[src/rtl/timer01_pkg.sv]
// Shared constants and types for the two basic timers
package timer01_pkg;
  // ==========================================================
  // Register byte addresses
  localparam logic [7:0] OFS_T0_LOW   = 8'h00;
  localparam logic [7:0] OFS_T0_HIGH  = 8'h04;
  localparam logic [7:0] OFS_T1_LOW   = 8'h08;
  localparam logic [7:0] OFS_T1_HIGH  = 8'h0c;
  localparam logic [7:0] OFS_CTRL     = 8'h10;
  localparam logic [7:0] OFS_MODE     = 8'h14;
  localparam logic [7:0] OFS_CLKCTL   = 8'h18;
  localparam logic [7:0] OFS_PINCFG   = 8'h1c;
  localparam logic [7:0] OFS_IRQ_EN   = 8'h20;
  localparam logic [7:0] OFS_IRQ_STAT = 8'h24;
  localparam logic [7:0] OFS_LINKCFG  = 8'h28;

  // ==========================================================
  // Field positions
  localparam int unsigned CTRL_RUN0   = 4;
  localparam int unsigned CTRL_FLAG0  = 5;
  localparam int unsigned CTRL_RUN1   = 6;
  localparam int unsigned CTRL_FLAG1  = 7;
  localparam int unsigned MODE_T1_LSB = 4;
  localparam int unsigned CLK_SEL0    = 2;
  localparam int unsigned CLK_SEL1    = 3;
  localparam int unsigned POL_A       = 3;
  localparam int unsigned POL_B       = 7;
  localparam int unsigned LINK_SPLIT  = 0;
  localparam int unsigned LINK_ADCSRC = 1;

  // ==========================================================
  // Reset values
  localparam logic [7:0] RST_BYTE = 8'h00;
  localparam logic [1:0] RST_BITS = 2'h0;

  // ==========================================================
  // Prescaler divide ratios, selected by clock_control_reg[1:0]
  localparam logic [5:0] DIV_12 = 6'h0c;
  localparam logic [5:0] DIV_4  = 6'h04;
  localparam logic [5:0] DIV_48 = 6'h30;
  localparam logic [5:0] DIV_8  = 6'h08;

  // ==========================================================
  // Mode encodings
  localparam logic [1:0] MODE_13BIT  = 2'h0;
  localparam logic [1:0] MODE_16BIT  = 2'h1;
  localparam logic [1:0] MODE_8RLD   = 2'h2;
  localparam logic [1:0] MODE_HALTED = 2'h3;

  typedef struct packed {
    logic       gate;
    logic       cnt_sel;
    logic [1:0] mode;
  } timer_cfg_t;
endpackage : timer01_pkg

[src/rtl/timer01_mode0_counter.sv]
// Timer 0 and timer 1 with APB registers and overflow routing
//
// The APB slave port and the register addresses were decided locally.
`timescale 1ns/1ps
`default_nettype none
// How it works
// - Offered high overflow is full overflow unsplit, high-byte overflow split
// - ADC trigger is timer 0 overflow, or with source bit set full overflow unsplit, low-byte overflow split
// - Each count is sixteen bits reached as separate low and high bytes
// - Own enable bit per timer gates its overflow interrupt
// - Each timer has its own two-bit mode field in shared register
// - Mode 0 count: high byte plus low byte bits four to zero
// - Low byte bits seven to five are undefined; software ignores them
// - Wrap from all ones to zero sets the overflow flag
// - One step per selected clock; period is 8192 minus start value
// - Counter select one: each sampled falling event-pin edge counts
// - Counter select zero: system clock if clock select set, else prescaled
// - Run zero stops; run one with gate zero always counts
// - Run and gate one: count only while gate input differs from polarity
// - Second timer behaves the same with its own control bits
// - Setting run leaves the count untouched
// - Second timer gated by its own input and own polarity bit
module timer01_mode0_counter
  import timer01_pkg::*;
(
  input  wire logic        clock_i,
  input  wire logic        rst_i,
  input  wire logic        psel_i,
  input  wire logic        penable_i,
  input  wire logic        pwrite_i,
  input  wire logic [7:0]  paddr_i,
  input  wire logic [31:0] pwdata_i,
  output var  logic [31:0] prdata_o,
  output var  logic        pready_o,
  output var  logic        pslverr_o,
  input  wire logic        event_pin_a_i,
  input  wire logic        event_pin_b_i,
  input  wire logic        gate_input_a_i,
  input  wire logic        gate_input_b_i,
  input  wire logic [1:0]  irq_ack_i,
  input  wire logic        ar_full_ovf_i,
  input  wire logic        ar_hi_byte_ovf_i,
  input  wire logic        ar_lo_byte_ovf_i,
  output var  logic        irq_o,
  output var  logic        t0_ovf_o,
  output var  logic        t1_ovf_o,
  output var  logic        ar_high_ovf_o,
  output var  logic        adc_trig_o
);
  // ==========================================================
  // Register state
  logic [1:0]  run_r,     run_nxt;
  logic [1:0]  flag_r,    flag_nxt;
  logic [7:0]  mode_r,    mode_nxt;
  logic [7:0]  clkctl_r,  clkctl_nxt;
  logic [7:0]  pincfg_r,  pincfg_nxt;
  logic [1:0]  irq_en_r,  irq_en_nxt;
  logic [1:0]  stat_r,    stat_nxt;
  logic [1:0]  link_r,    link_nxt;
  logic [31:0] rdata_nxt;
  logic        ready_nxt;
  logic        err_nxt;
  logic        irq_nxt;
  logic        wr_en;
  logic        setup;

  // ==========================================================
  // Pin synchronisers and clean levels
  logic [3:0]  pin_raw;
  logic [3:0]  sync1_r, sync2_r, sync3_r;
  logic [3:0]  level_r, level_nxt;
  logic [1:0]  fall_ev;

  // ==========================================================
  // Timer wiring
  timer_cfg_t  cfg     [2];
  logic [1:0]  step;
  logic [1:0]  go;
  logic [1:0]  wr_low, wr_high;
  logic [1:0]  ovf;
  logic [7:0]  cnt_low [2];
  logic [7:0]  cnt_high[2];
  logic [5:0]  presc_r, presc_nxt;
  logic [5:0]  div_sel;
  logic        presc_tick;

  function automatic logic hit(input logic [7:0] a, input logic [7:0] ofs);
    hit = (a == ofs);
  endfunction : hit

  // ==========================================================
  // Synchronisers: a level counts once stages two and three agree
  // Stage one may be metastable, so only stages two and three
  // are compared before a level is accepted
  assign pin_raw = {gate_input_b_i, gate_input_a_i,
                    event_pin_b_i, event_pin_a_i};

  always_comb begin
    level_nxt = level_r;
    for (int k = 0; k < 4; k++) begin
      if (sync2_r[k] == sync3_r[k]) begin
        level_nxt[k] = sync3_r[k];
      end
    end
  end

  always_ff @(posedge clock_i or posedge rst_i) begin
    if (rst_i) begin
      sync1_r <= 4'h0;
      sync2_r <= 4'h0;
      sync3_r <= 4'h0;
      level_r <= 4'h0;
    end else begin
      sync1_r <= pin_raw;
      sync2_r <= sync1_r;
      sync3_r <= sync2_r;
      level_r <= level_nxt;
    end
  end

  // Reset leaves the clean levels low, so a pin that idles high
  // shows a rise after reset and never a false falling event
  // Falling edge of a clean event level
  assign fall_ev = level_r[1:0] & ~level_nxt[1:0];

  // ==========================================================
  // Prescaler shared by both timers
  // Free running: after a ratio change the first tick may come
  // early or late by up to one old period
  always_comb begin
    case (clkctl_r[1:0])
      2'h0:    div_sel = DIV_12;
      2'h1:    div_sel = DIV_4;
      2'h2:    div_sel = DIV_48;
      default: div_sel = DIV_8;
    endcase
    presc_tick = (presc_r >= div_sel - 6'h01);
    presc_nxt  = presc_tick ? 6'h00 : presc_r + 6'h01;
  end

  always_ff @(posedge clock_i or posedge rst_i) begin
    if (rst_i) begin
      presc_r <= 6'h00;
    end else begin
      presc_r <= presc_nxt;
    end
  end

  // ==========================================================
  // Per-timer run control, clock choice and counter
  assign cfg[0] = timer_cfg_t'(mode_r[3:0]);
  assign cfg[1] = timer_cfg_t'(mode_r[MODE_T1_LSB +: 4]);

  // Both timers share one prescaler, so their ticks stay in step
  generate
    for (genvar i = 0; i < 2; i++) begin : g_tmr
      logic pol;
      logic csel;
      logic gate_lvl;
      assign pol      = (i == 0) ? pincfg_r[POL_A] : pincfg_r[POL_B];
      assign csel     = (i == 0) ? clkctl_r[CLK_SEL0] : clkctl_r[CLK_SEL1];
      assign gate_lvl = level_r[2 + i];
      // Gate active while the pin differs from its polarity bit
      assign go[i] = run_r[i] &
                     (~cfg[i].gate | (gate_lvl != pol));
      assign step[i] = go[i] & (cfg[i].cnt_sel ? fall_ev[i]
                     : (csel ? 1'b1 : presc_tick));
      assign wr_low[i]  = wr_en & hit(paddr_i, OFS_T0_LOW  + 8'(8 * i));
      assign wr_high[i] = wr_en & hit(paddr_i, OFS_T0_HIGH + 8'(8 * i));

      timer01_unit u_unit (
        .clock_i      (clock_i),
        .rst_i        (rst_i),
        .step_i       (step[i]),
        .cfg_i        (cfg[i]),
        .wr_low_i     (wr_low[i]),
        .wr_high_i    (wr_high[i]),
        .wdata_i      (pwdata_i[7:0]),
        .count_low_o  (cnt_low[i]),
        .count_high_o (cnt_high[i]),
        .ovf_o        (ovf[i])
      );
    end
  endgenerate

  // ==========================================================
  // APB slave: ready rises in the access phase, no wait states
  // Read data is captured at the setup edge, so a count may be one
  // step older than the count at the access edge
  assign setup = psel_i & ~penable_i;
  assign wr_en = psel_i & penable_i & pready_o & pwrite_i;

  always_comb begin
    rdata_nxt = 32'h0000_0000;
    err_nxt   = 1'b0;
    ready_nxt = setup;
    case (paddr_i)
      OFS_T0_LOW:   rdata_nxt[7:0] = cnt_low[0];
      OFS_T0_HIGH:  rdata_nxt[7:0] = cnt_high[0];
      OFS_T1_LOW:   rdata_nxt[7:0] = cnt_low[1];
      OFS_T1_HIGH:  rdata_nxt[7:0] = cnt_high[1];
      OFS_CTRL:     rdata_nxt[7:0] = {flag_r[1], run_r[1],
                                      flag_r[0], run_r[0], 4'h0};
      OFS_MODE:     rdata_nxt[7:0] = mode_r;
      OFS_CLKCTL:   rdata_nxt[7:0] = clkctl_r;
      OFS_PINCFG:   rdata_nxt[7:0] = pincfg_r;
      OFS_IRQ_EN:   rdata_nxt[1:0] = irq_en_r;
      OFS_IRQ_STAT: rdata_nxt[1:0] = stat_r;
      OFS_LINKCFG:  rdata_nxt[1:0] = link_r;
      default:      err_nxt        = setup;
    endcase
  end

  // ==========================================================
  // Control registers, flags and interrupt
  always_comb begin
    run_nxt    = run_r;
    mode_nxt   = mode_r;
    clkctl_nxt = clkctl_r;
    pincfg_nxt = pincfg_r;
    irq_en_nxt = irq_en_r;
    link_nxt   = link_r;
    // Service acknowledge clears only the control flag, not status
    flag_nxt   = flag_r & ~irq_ack_i;
    stat_nxt   = stat_r;
    if (wr_en) begin
      if (hit(paddr_i, OFS_CTRL)) begin
        // Run bits only gate stepping; counts are not cleared
        run_nxt  = {pwdata_i[CTRL_RUN1], pwdata_i[CTRL_RUN0]};
        flag_nxt = flag_nxt & {pwdata_i[CTRL_FLAG1], pwdata_i[CTRL_FLAG0]};
      end
      if (hit(paddr_i, OFS_MODE)) begin
        mode_nxt = pwdata_i[7:0];
      end
      if (hit(paddr_i, OFS_CLKCTL)) begin
        clkctl_nxt = pwdata_i[7:0];
      end
      if (hit(paddr_i, OFS_PINCFG)) begin
        pincfg_nxt = pwdata_i[7:0];
      end
      if (hit(paddr_i, OFS_IRQ_EN)) begin
        irq_en_nxt = pwdata_i[1:0];
      end
      if (hit(paddr_i, OFS_IRQ_STAT)) begin
        stat_nxt = stat_r & ~pwdata_i[1:0];
      end
      if (hit(paddr_i, OFS_LINKCFG)) begin
        link_nxt = pwdata_i[1:0];
      end
    end
    // Set wins over any clear in the same cycle
    flag_nxt = flag_nxt | ovf;
    stat_nxt = stat_nxt | ovf;
    // Registered interrupt trails status by one cycle
    irq_nxt  = |(stat_r & irq_en_r);
  end

  always_ff @(posedge clock_i or posedge rst_i) begin
    if (rst_i) begin
      run_r         <= RST_BITS;
      flag_r        <= RST_BITS;
      mode_r        <= RST_BYTE;
      clkctl_r      <= RST_BYTE;
      pincfg_r      <= RST_BYTE;
      irq_en_r      <= RST_BITS;
      stat_r        <= RST_BITS;
      link_r        <= RST_BITS;
      prdata_o      <= 32'h0000_0000;
      pready_o      <= 1'b0;
      pslverr_o     <= 1'b0;
      irq_o         <= 1'b0;
      t0_ovf_o      <= 1'b0;
      t1_ovf_o      <= 1'b0;
      ar_high_ovf_o <= 1'b0;
      adc_trig_o    <= 1'b0;
    end else begin
      run_r         <= run_nxt;
      flag_r        <= flag_nxt;
      mode_r        <= mode_nxt;
      clkctl_r      <= clkctl_nxt;
      pincfg_r      <= pincfg_nxt;
      irq_en_r      <= irq_en_nxt;
      stat_r        <= stat_nxt;
      link_r        <= link_nxt;
      prdata_o      <= rdata_nxt;
      pready_o      <= ready_nxt;
      pslverr_o     <= err_nxt;
      irq_o         <= irq_nxt;
      // Routed events are registered so every output leaves a flop
      t0_ovf_o      <= ovf[0];
      t1_ovf_o      <= ovf[1];
      ar_high_ovf_o <= link_r[LINK_SPLIT] ? ar_hi_byte_ovf_i
                                          : ar_full_ovf_i;
      // ADC source: timer 0 overflow or the auto-reload timer
      adc_trig_o    <= link_r[LINK_ADCSRC]
                       ? (link_r[LINK_SPLIT] ? ar_lo_byte_ovf_i
                                             : ar_full_ovf_i)
                       : ovf[0];
    end
  end
endmodule : timer01_mode0_counter
`default_nettype wire

[src/rtl/timer01_unit.sv]
// One basic counter with its low and high count bytes
`timescale 1ns/1ps
`default_nettype none
module timer01_unit
  import timer01_pkg::*;
(
  input  wire logic        clock_i,
  input  wire logic        rst_i,
  input  wire logic        step_i,
  input  wire timer_cfg_t  cfg_i,
  input  wire logic        wr_low_i,
  input  wire logic        wr_high_i,
  input  wire logic [7:0]  wdata_i,
  output var  logic [7:0]  count_low_o,
  output var  logic [7:0]  count_high_o,
  output var  logic        ovf_o
);
  logic [7:0]  low_r,  low_nxt;
  logic [7:0]  high_r, high_nxt;
  logic [12:0] c13;
  logic [15:0] c16;

  // ==========================================================
  // Counting
  always_comb begin
    low_nxt  = low_r;
    high_nxt = high_r;
    ovf_o    = 1'b0;
    c13      = {high_r, low_r[4:0]};
    c16      = {high_r, low_r};
    if (step_i) begin
      case (cfg_i.mode)
        MODE_13BIT: begin
          c13      = c13 + 13'h0001;
          // Upper three low bits are left alone; software masks them
          low_nxt  = {low_r[7:5], c13[4:0]};
          high_nxt = c13[12:5];
          ovf_o    = (c13 == 13'h0000);
        end
        MODE_16BIT: begin
          c16      = c16 + 16'h0001;
          {high_nxt, low_nxt} = c16;
          ovf_o    = (c16 == 16'h0000);
        end
        MODE_8RLD: begin
          low_nxt  = (low_r == 8'hff) ? high_r : low_r + 8'h01;
          ovf_o    = (low_r == 8'hff);
        end
        default: begin
          ovf_o    = 1'b0;
        end
      endcase
    end
    // A software write beats a count step in the same cycle
    if (wr_low_i) begin
      low_nxt = wdata_i;
    end
    if (wr_high_i) begin
      high_nxt = wdata_i;
    end
  end

  always_ff @(posedge clock_i or posedge rst_i) begin
    if (rst_i) begin
      low_r  <= RST_BYTE;
      high_r <= RST_BYTE;
    end else begin
      low_r  <= low_nxt;
      high_r <= high_nxt;
    end
  end

  assign count_low_o  = low_r;
  assign count_high_o = high_r;
endmodule : timer01_unit
`default_nettype wire
[config.mk]
export PLATFORM = sky130hd
export DESIGN_NAME = timer01_mode0_counter
export DESIGN_NICKNAME = d
export VERILOG_FILES = /design/src/rtl/timer01_pkg.sv /design/src/rtl/timer01_mode0_counter.sv /design/src/rtl/timer01_unit.sv
export SDC_FILE = /design/constraint.sdc
export NUM_CORES = 1
export LEC_CHECK = 0
export ABC_AREA = 1
export BUFFER_PORTS_ARGS = -buffer_cell sky130_fd_sc_hd__buf_4
export CAP_MARGIN = 10
export CORE_UTILIZATION = 40
export CTS_BUF_LIST = sky130_fd_sc_hd__clkbuf_8
export CTS_CLUSTER_SIZE = 12
export DETAILED_ROUTE_END_ITERATION = 10
export HOLD_SLACK_MARGIN = 0.06
export SLEW_MARGIN = 20
export SYNTH_ARGS = -nofsm -noshare
export SYNTH_HDL_FRONTEND = slang
export SYNTH_SLANG_ARGS = --single-unit
[constraint.sdc]
create_clock -name clock_i -period 6.7 [get_ports clock_i]
set_input_delay 0.335 -clock clock_i [delete_from_list [all_inputs] [get_ports clock_i]]
set_output_delay 0.335 -clock clock_i [all_outputs]
set_load 0.02 [all_outputs]
==> results.cfg, run 1 <==
[outcome]
status = finished clean

[cells_and_area]
final_area_sq_um = 7470
drive_gt1_frac = 0.135
antenna_cells = 0
final_util = 0.450
areaGrowthSynthToFinish_pct = 9.96
fin_cells = 1174
fin_nets = 1019

[sta]
fin_crit_sh = 0.414
rsz0062_at_grt = false
finalClockSkew_ns = 0.0144
setup_viol = 0
setup_slack_ns = 3.93
setup-tns-final_ns = 0
tightest_slew_ns = 0.882
relSlewSlack = 0.412
hold_violations = 0
fin_crit_ns = 2.77
drv_slew = 0
fmax_mhz = 361

[route]
dr.pass1.iters = 6
routedWlPerCell_um = 16.6
ant_nets = 0
drc = 0
drt_iter0_markers = 564
via_per_inst = 5.40
wl_um = 19500
dr_total_vias = 6337

[clock_tree]
post_cts_buffers = 0
cts_tree = done
cts-root-buf = clkbuf_8
clock_path_buffers = 2
cts_buffers = 9
numClockSinks = 103
clk-insertion-delay-late_ns = 0.40
cts_max_level = 3
clk_pin_slew_worst_paths_ns = 0.11

[pwr]
clkPwrFrac = 0.303
p_sw_frac = 0.319
comb_power_share = 0.160
power_switching_mw = 0.402
ir_drop_mv = 0.136
internal-power_mw = 0.860
leakage_nw = 3.49
power.density_nw_per_um2 = 169
power_frac_seq = 0.537

[placement]
dp_hpwl_um = 14800
placed_cells = 1154
place_area_sq_um = 7240
dp_slack_ns = 3.93
place_congestion = 0.953
io_buffers = 44

[global_routing]
first_global_vias = 5667
antenna_found_initial = 0
gr-total-overflow = 0
grt_pass1_wl_um = 31000
grt_use_total = 0.229
grt_max_degree = 70

[floorplanning]
die_w_um = 132
ioPinCount = 93
die-height_um = 132
rows = 47
initial_core_util = 0.410
core_area_sq_um = 16600
die_area_sq_um = 17500

[synth]
synth_area_leaders = dfrtp_1 (38%), nand2_1 (13%), inv_1 (5.0%)
synth-edff-count = 0
ys_types = 48
synth_ff_type = dfrtp_1
synth_warnings = 0
synth_area_leader_cell = dfrtp_1
netlist_area_sq_um = 6790
ys_ff_latch = 103
yosysSeqAreaShare = 0.379
syn_area_per_cell_sq_um = 7.51
synth_top_area_frac = 0.379
synthCells = 904
synthArstFlopShare = 1.00

[worst_hold_path]
hold_class = input port to flip-flop

[worst_setup_path]
path_cells = inv_1 > nand2_1 > ha_1 > nand2_1 > inv_1 > o21ai_0 > and3_1 > nand2_1 > nand2_1 > nor2_1 > nor2_1 > inv_1 > o21ai_1 > o21ai_0
slowest_stage = nor2_1
cpPeakStageDelay_ns = 0.62
required_ns = 6.99
cp-start-kind = flip-flop
path_class = flip-flop to flip-flop
crit_fanout = 14
critPathCaptureType = flip-flop
crit_path_frequent_cell = nand2_1
cp.arrival_ns = 3.06

[job]
maxCapViolCount = 0
cells in the mapped netlist, types with 10 or more instances:
master and number:
o211ai_1 23, nor2_4 10, nand4_1 21, dfrtp_1 103, o21ai_1 19, inv_2 15
a221oi_1 13, nand2_1 227, nand3_1 43, xor2_1 25, ha_1 15, nand2_2 11
buf_4 25, a21oi_1 25, o21ai_0 56, inv_1 91, nor3_1 10, o22ai_1 14
nor2_1 85
layer usage:
metal,track usage,vias up,part of all wire
li1,-,3071,-
met1,0.320,3023,0.46
met2,0.360,203,0.46
met3,0.0261,40,0.054
met4,0.0958,0,0.030
met5,0,-,0
layout make-up:
class,instances,area [sq um]
clock buffers,9,124
clock inverters,6,52.6
fillers,1723,9110
inverters,107,404
multi-input cells,679,3650
flip-flops and latches,103,2580
well taps,220,275
repair buffers,50,388
per-stage QoR:
step | power, mW | hold slack, ns
detailed placement | 0.890 | 0.340
finish | 1.26 | 0.109
CTS | 1.28 | 0.0838
global route | 1.33 | 0.0903
floorplan | 0.835 | 0.331
global placement | 0.888 | 0.333
state kept, by name, indices dropped and copies added (netlist names), 2 cells and up:
name	flops
level_r	4
flag_r	2
g_tmr.u_unit.count_high_o	16
mode_r	8
pincfg_r	8
irq_en_r	2
sync3_r	4
run_r	2
sync2_r	4
g_tmr.u_unit.count_low_o	16
link_r	2
stat_r	2
presc_r	6
sync1_r	4
clkctl_r	8
prdata_o	8
power groups by stage:
stage | Sequential (mW) | Clock, mW | Combinational (mW)
after global routing | 0.681 | 0.416 | 0.229
final | 0.677 | 0.383 | 0.202
after global placement | 0.689 | 0 | 0.199
after CTS | 0.678 | 0.395 | 0.204
after floorplan | 0.684 | 0 | 0.151
after detailed placement | 0.690 | 0 | 0.201
cells by family after synthesis:
family                     share of synthesized area
buffers and inverters                         0.0961
other                                        0.00111
AOI/OAI and AO/OA                              0.158
DFF                                            0.379
and+or+nand+nor                                0.293
xor gates and xnor gates                      0.0383
adders and majority gates                     0.0337
cell usage in the layout (no fill, tap or decap), drive strengths merged:
cell	n
nand2	240
inv	109
nor2	105
dfrtp	103
o21ai	78
nand3	46
buf	45
xor2	27
o211ai	27
a21oi	25
conb	25
nand4	23
ha	15
o22ai	14
nor3	14
a221oi	13
clkbuf	9
dlygate4sd3	5
o2111ai	4
a31oi	4
maj3	4
nand3b	3
o221ai	3
clkinv	3
a32oi	2
or2	1
and3	1
xnor2	1
a22o	1
nor2b	1
o311ai	1
nor4	1
clkinvlp	1
path summary, 6_finish.rpt:
kind                              from                         endpoint  slack (ns)  cells past startpoint
max in group asynchronous        rst_i  g_tmr[0].u_unit.count_high_o[2]        4.96                      4
min                          penable_i                         pready_o        0.11                      2
min reg2reg                 sync1_r[3]                       sync2_r[3]        0.35                      0
max reg2reg                clkctl_r[0]  g_tmr[0].u_unit.count_high_o[0]        3.93                     14
min in group asynchronous        rst_i                       presc_r[0]        0.50                      3
max                        clkctl_r[0]  g_tmr[0].u_unit.count_high_o[0]        3.93                     14
worst max-delay path: cells and delay by family (launching register included):
family	cells	cell delay [ns]
buf+inv	3	0.28
fa+ha+maj	1	0.28
simple gates	7	1.42
flops	1	0.43
compound gates	3	0.25
what timing repair did:
item | CTS | global route
hold endpoints to repair | 38 | 0
hold buffers | 5 | 0
gates resized for setup | 0 | 0
Power figures use the tool's default switching activity.
==> inputs of run 2 (changes only) <==
==> constraint.sdc (replaced) <==
create_clock -name clock_i -period 2.3 [get_ports clock_i]
set_input_delay 0.115 -clock clock_i [delete_from_list [all_inputs] [get_ports clock_i]]
set_output_delay 0.115 -clock clock_i [all_outputs]
set_load 0.02 [all_outputs]
==> results.cfg, run 2 (synthesized netlist as in run 1, its figures left out) <==
[global_routing]
first_global_vias = 6017
antenna_found_initial = 0
grt_use_total = 0.237
gr-total-overflow = 0
grt_max_degree = 104
grt_pass1_wl_um = 32200

[floorplanning]
die-height_um = 132
die_w_um = 132
core_area_sq_um = 16600
rows = 47
initial_core_util = 0.410
ioPinCount = 93
die_area_sq_um = 17500

[sta]
fin_crit_ns = 2.17
setup_viol = 0
fmax_mhz = 460
setup-tns-final_ns = 0
relSlewSlack = 0.626
tightest_slew_ns = 0.562
fin_crit_sh = 0.945
hold_ws_ns = 0.0903
drv_slew = 0
finalClockSkew_ns = 0.0254
hold_violations = 0
setup_slack_ns = 0.126

[clock_tree]
clock_path_buffers = 2
clk-insertion-delay-late_ns = 0.41
numClockSinks = 103
cts_buffers = 9
cts_tree = done
cts-root-buf = clkbuf_8
clk_pin_slew_worst_paths_ns = 0.11
cts_max_level = 3

[placement]
dp_slack_ns = 0.00467
dp_hpwl_um = 15200
placed_cells = 1185
place_congestion = 0.939
place_area_sq_um = 7490
io_buffers = 44

[cells_and_area]
fin_nets = 1074
drive_gt1_frac = 0.177
areaGrowthSynthToFinish_pct = 18.0
fillers = 1708
fin_cells = 1230
final_area_sq_um = 8020
antenna_cells = 0
final_common_cell = nand2_1
final_cell_mix = nand2_1 (224), dfrtp_1 (101), inv_1 (90), nor2_1 (83), buf_4 (81)
final_util = 0.483

[worst_setup_path]
cp_top_family = simple AND/OR/NAND/NOR gates
path_class = flip-flop to flip-flop
cp.arrival_ns = 2.45
path_cells = inv_1 > nand2_1 > ha_1 > nand2_1 > inv_1 > o21ai_0 > and3_2 > nand2_1 > nand3b_1 > buf_4 > o21ai_4 > buf_4 > o221ai_1
crit_buf_inv = 4
required_ns = 2.57
crit_fanout = 5
crit_path_frequent_cell = nand2_1
critPathCaptureType = flip-flop
cp-start-kind = flip-flop
cpPeakStageDelay_ns = 0.42
slowest_stage = dfrtp_1

[route]
via_per_inst = 5.26
ant_nets = 0
dr.pass1.iters = 5
drc = 0
drt_iter0_markers = 567
wl_um = 20300
routedWlPerCell_um = 16.5
dr_total_vias = 6464

[pwr]
total_power_mw = 3.79
leakage_nw = 3.77
ir_drop_mv = 0.430
power.density_nw_per_um2 = 473

[job]
maxCapViolCount = 0

[outcome]
status = finished clean

[worst_hold_path]
hold_class = input port to flip-flop
run 2: changes by cell type in the layout (fill, tap and decap cells not counted), sizes merged:
| cell | before | now |
|---|---|---|
| clkinv | 3 | 4 |
| dlygate4sd3 | 5 | 22 |
| nor2 | 105 | 106 |
| buf | 45 | 82 |
run 2: tightest hold or removal path: cells and delay by family:
family | cells | cell delay [ns]
AO/OA/AOI/OAI | 1 | 0.13
AND/OR/NAND/NOR | 2 | 0.13
buffers and inverters | 1 | 0.10
run 2: area by class of cell:
type                    count  area (sq um)  share of cell area
inverters                 107           408              0.0509
clock buffers               9           124              0.0155
flip-flops and latches    103          2580               0.322
multi-input cells         680          3710               0.463
clock inverters             7          72.6             0.00905
repair buffers            104           848               0.106
well taps                 220           275              0.0343
run 2: where the power goes:
part | total (mW) | internal [mW] | switching (mW) | leakage (nW)
Combinational | 0.655 | 0.246 | 0.410 | 2.35
Sequential | 1.97 | 1.90 | 0.0742 | 1.33
Clock | 1.17 | 0.426 | 0.743 | 0.101
Total | 3.79 | 2.57 | 1.23 | 3.77
run 2: final timing paths:
| path | slack [ns] | end | start | cells past startpoint |
|---|---|---|---|---|
| worst max-delay path | 0.13 | g_tmr[1].u_unit.count_high_o[1] | clkctl_r[0] | 13 |
| worst min-delay path | 0.09 | pslverr_o | paddr_i[3] | 4 |
| worst max register to register | 0.13 | g_tmr[1].u_unit.count_high_o[1] | clkctl_r[0] | 13 |
| worst min register to register | 0.36 | sync2_r[3] | sync1_r[3] | 0 |
| max in group asynchronous | 1.45 | g_tmr[0].u_unit.count_low_o[2] | rst_i | 4 |
| min in group asynchronous | 0.40 | presc_r[3] | rst_i | 4 |
run 2: metal layers:
metal | track usage | vias to the layer above | share of wire
li1 | - | 3161 | -
met1 | 0.323 | 3046 | 0.46
met2 | 0.373 | 214 | 0.46
met3 | 0.0377 | 43 | 0.052
met4 | 0.105 | 0 | 0.033
met5 | 0 | - | 0
run 2: timing repair:
| item | 4_1_cts | 5_1_grt |
|---|---|---|
| hold endpoints to repair | 128 | 0 |
| resized for setup | 1 | 15 |
| gates cloned | 0 | 1 |
| setup buffers | 0 | 6 |
| hold buffers | 22 | 0 |
| pin swaps | 0 | 2 |
| setup endpoints to repair | 3 | 36 |
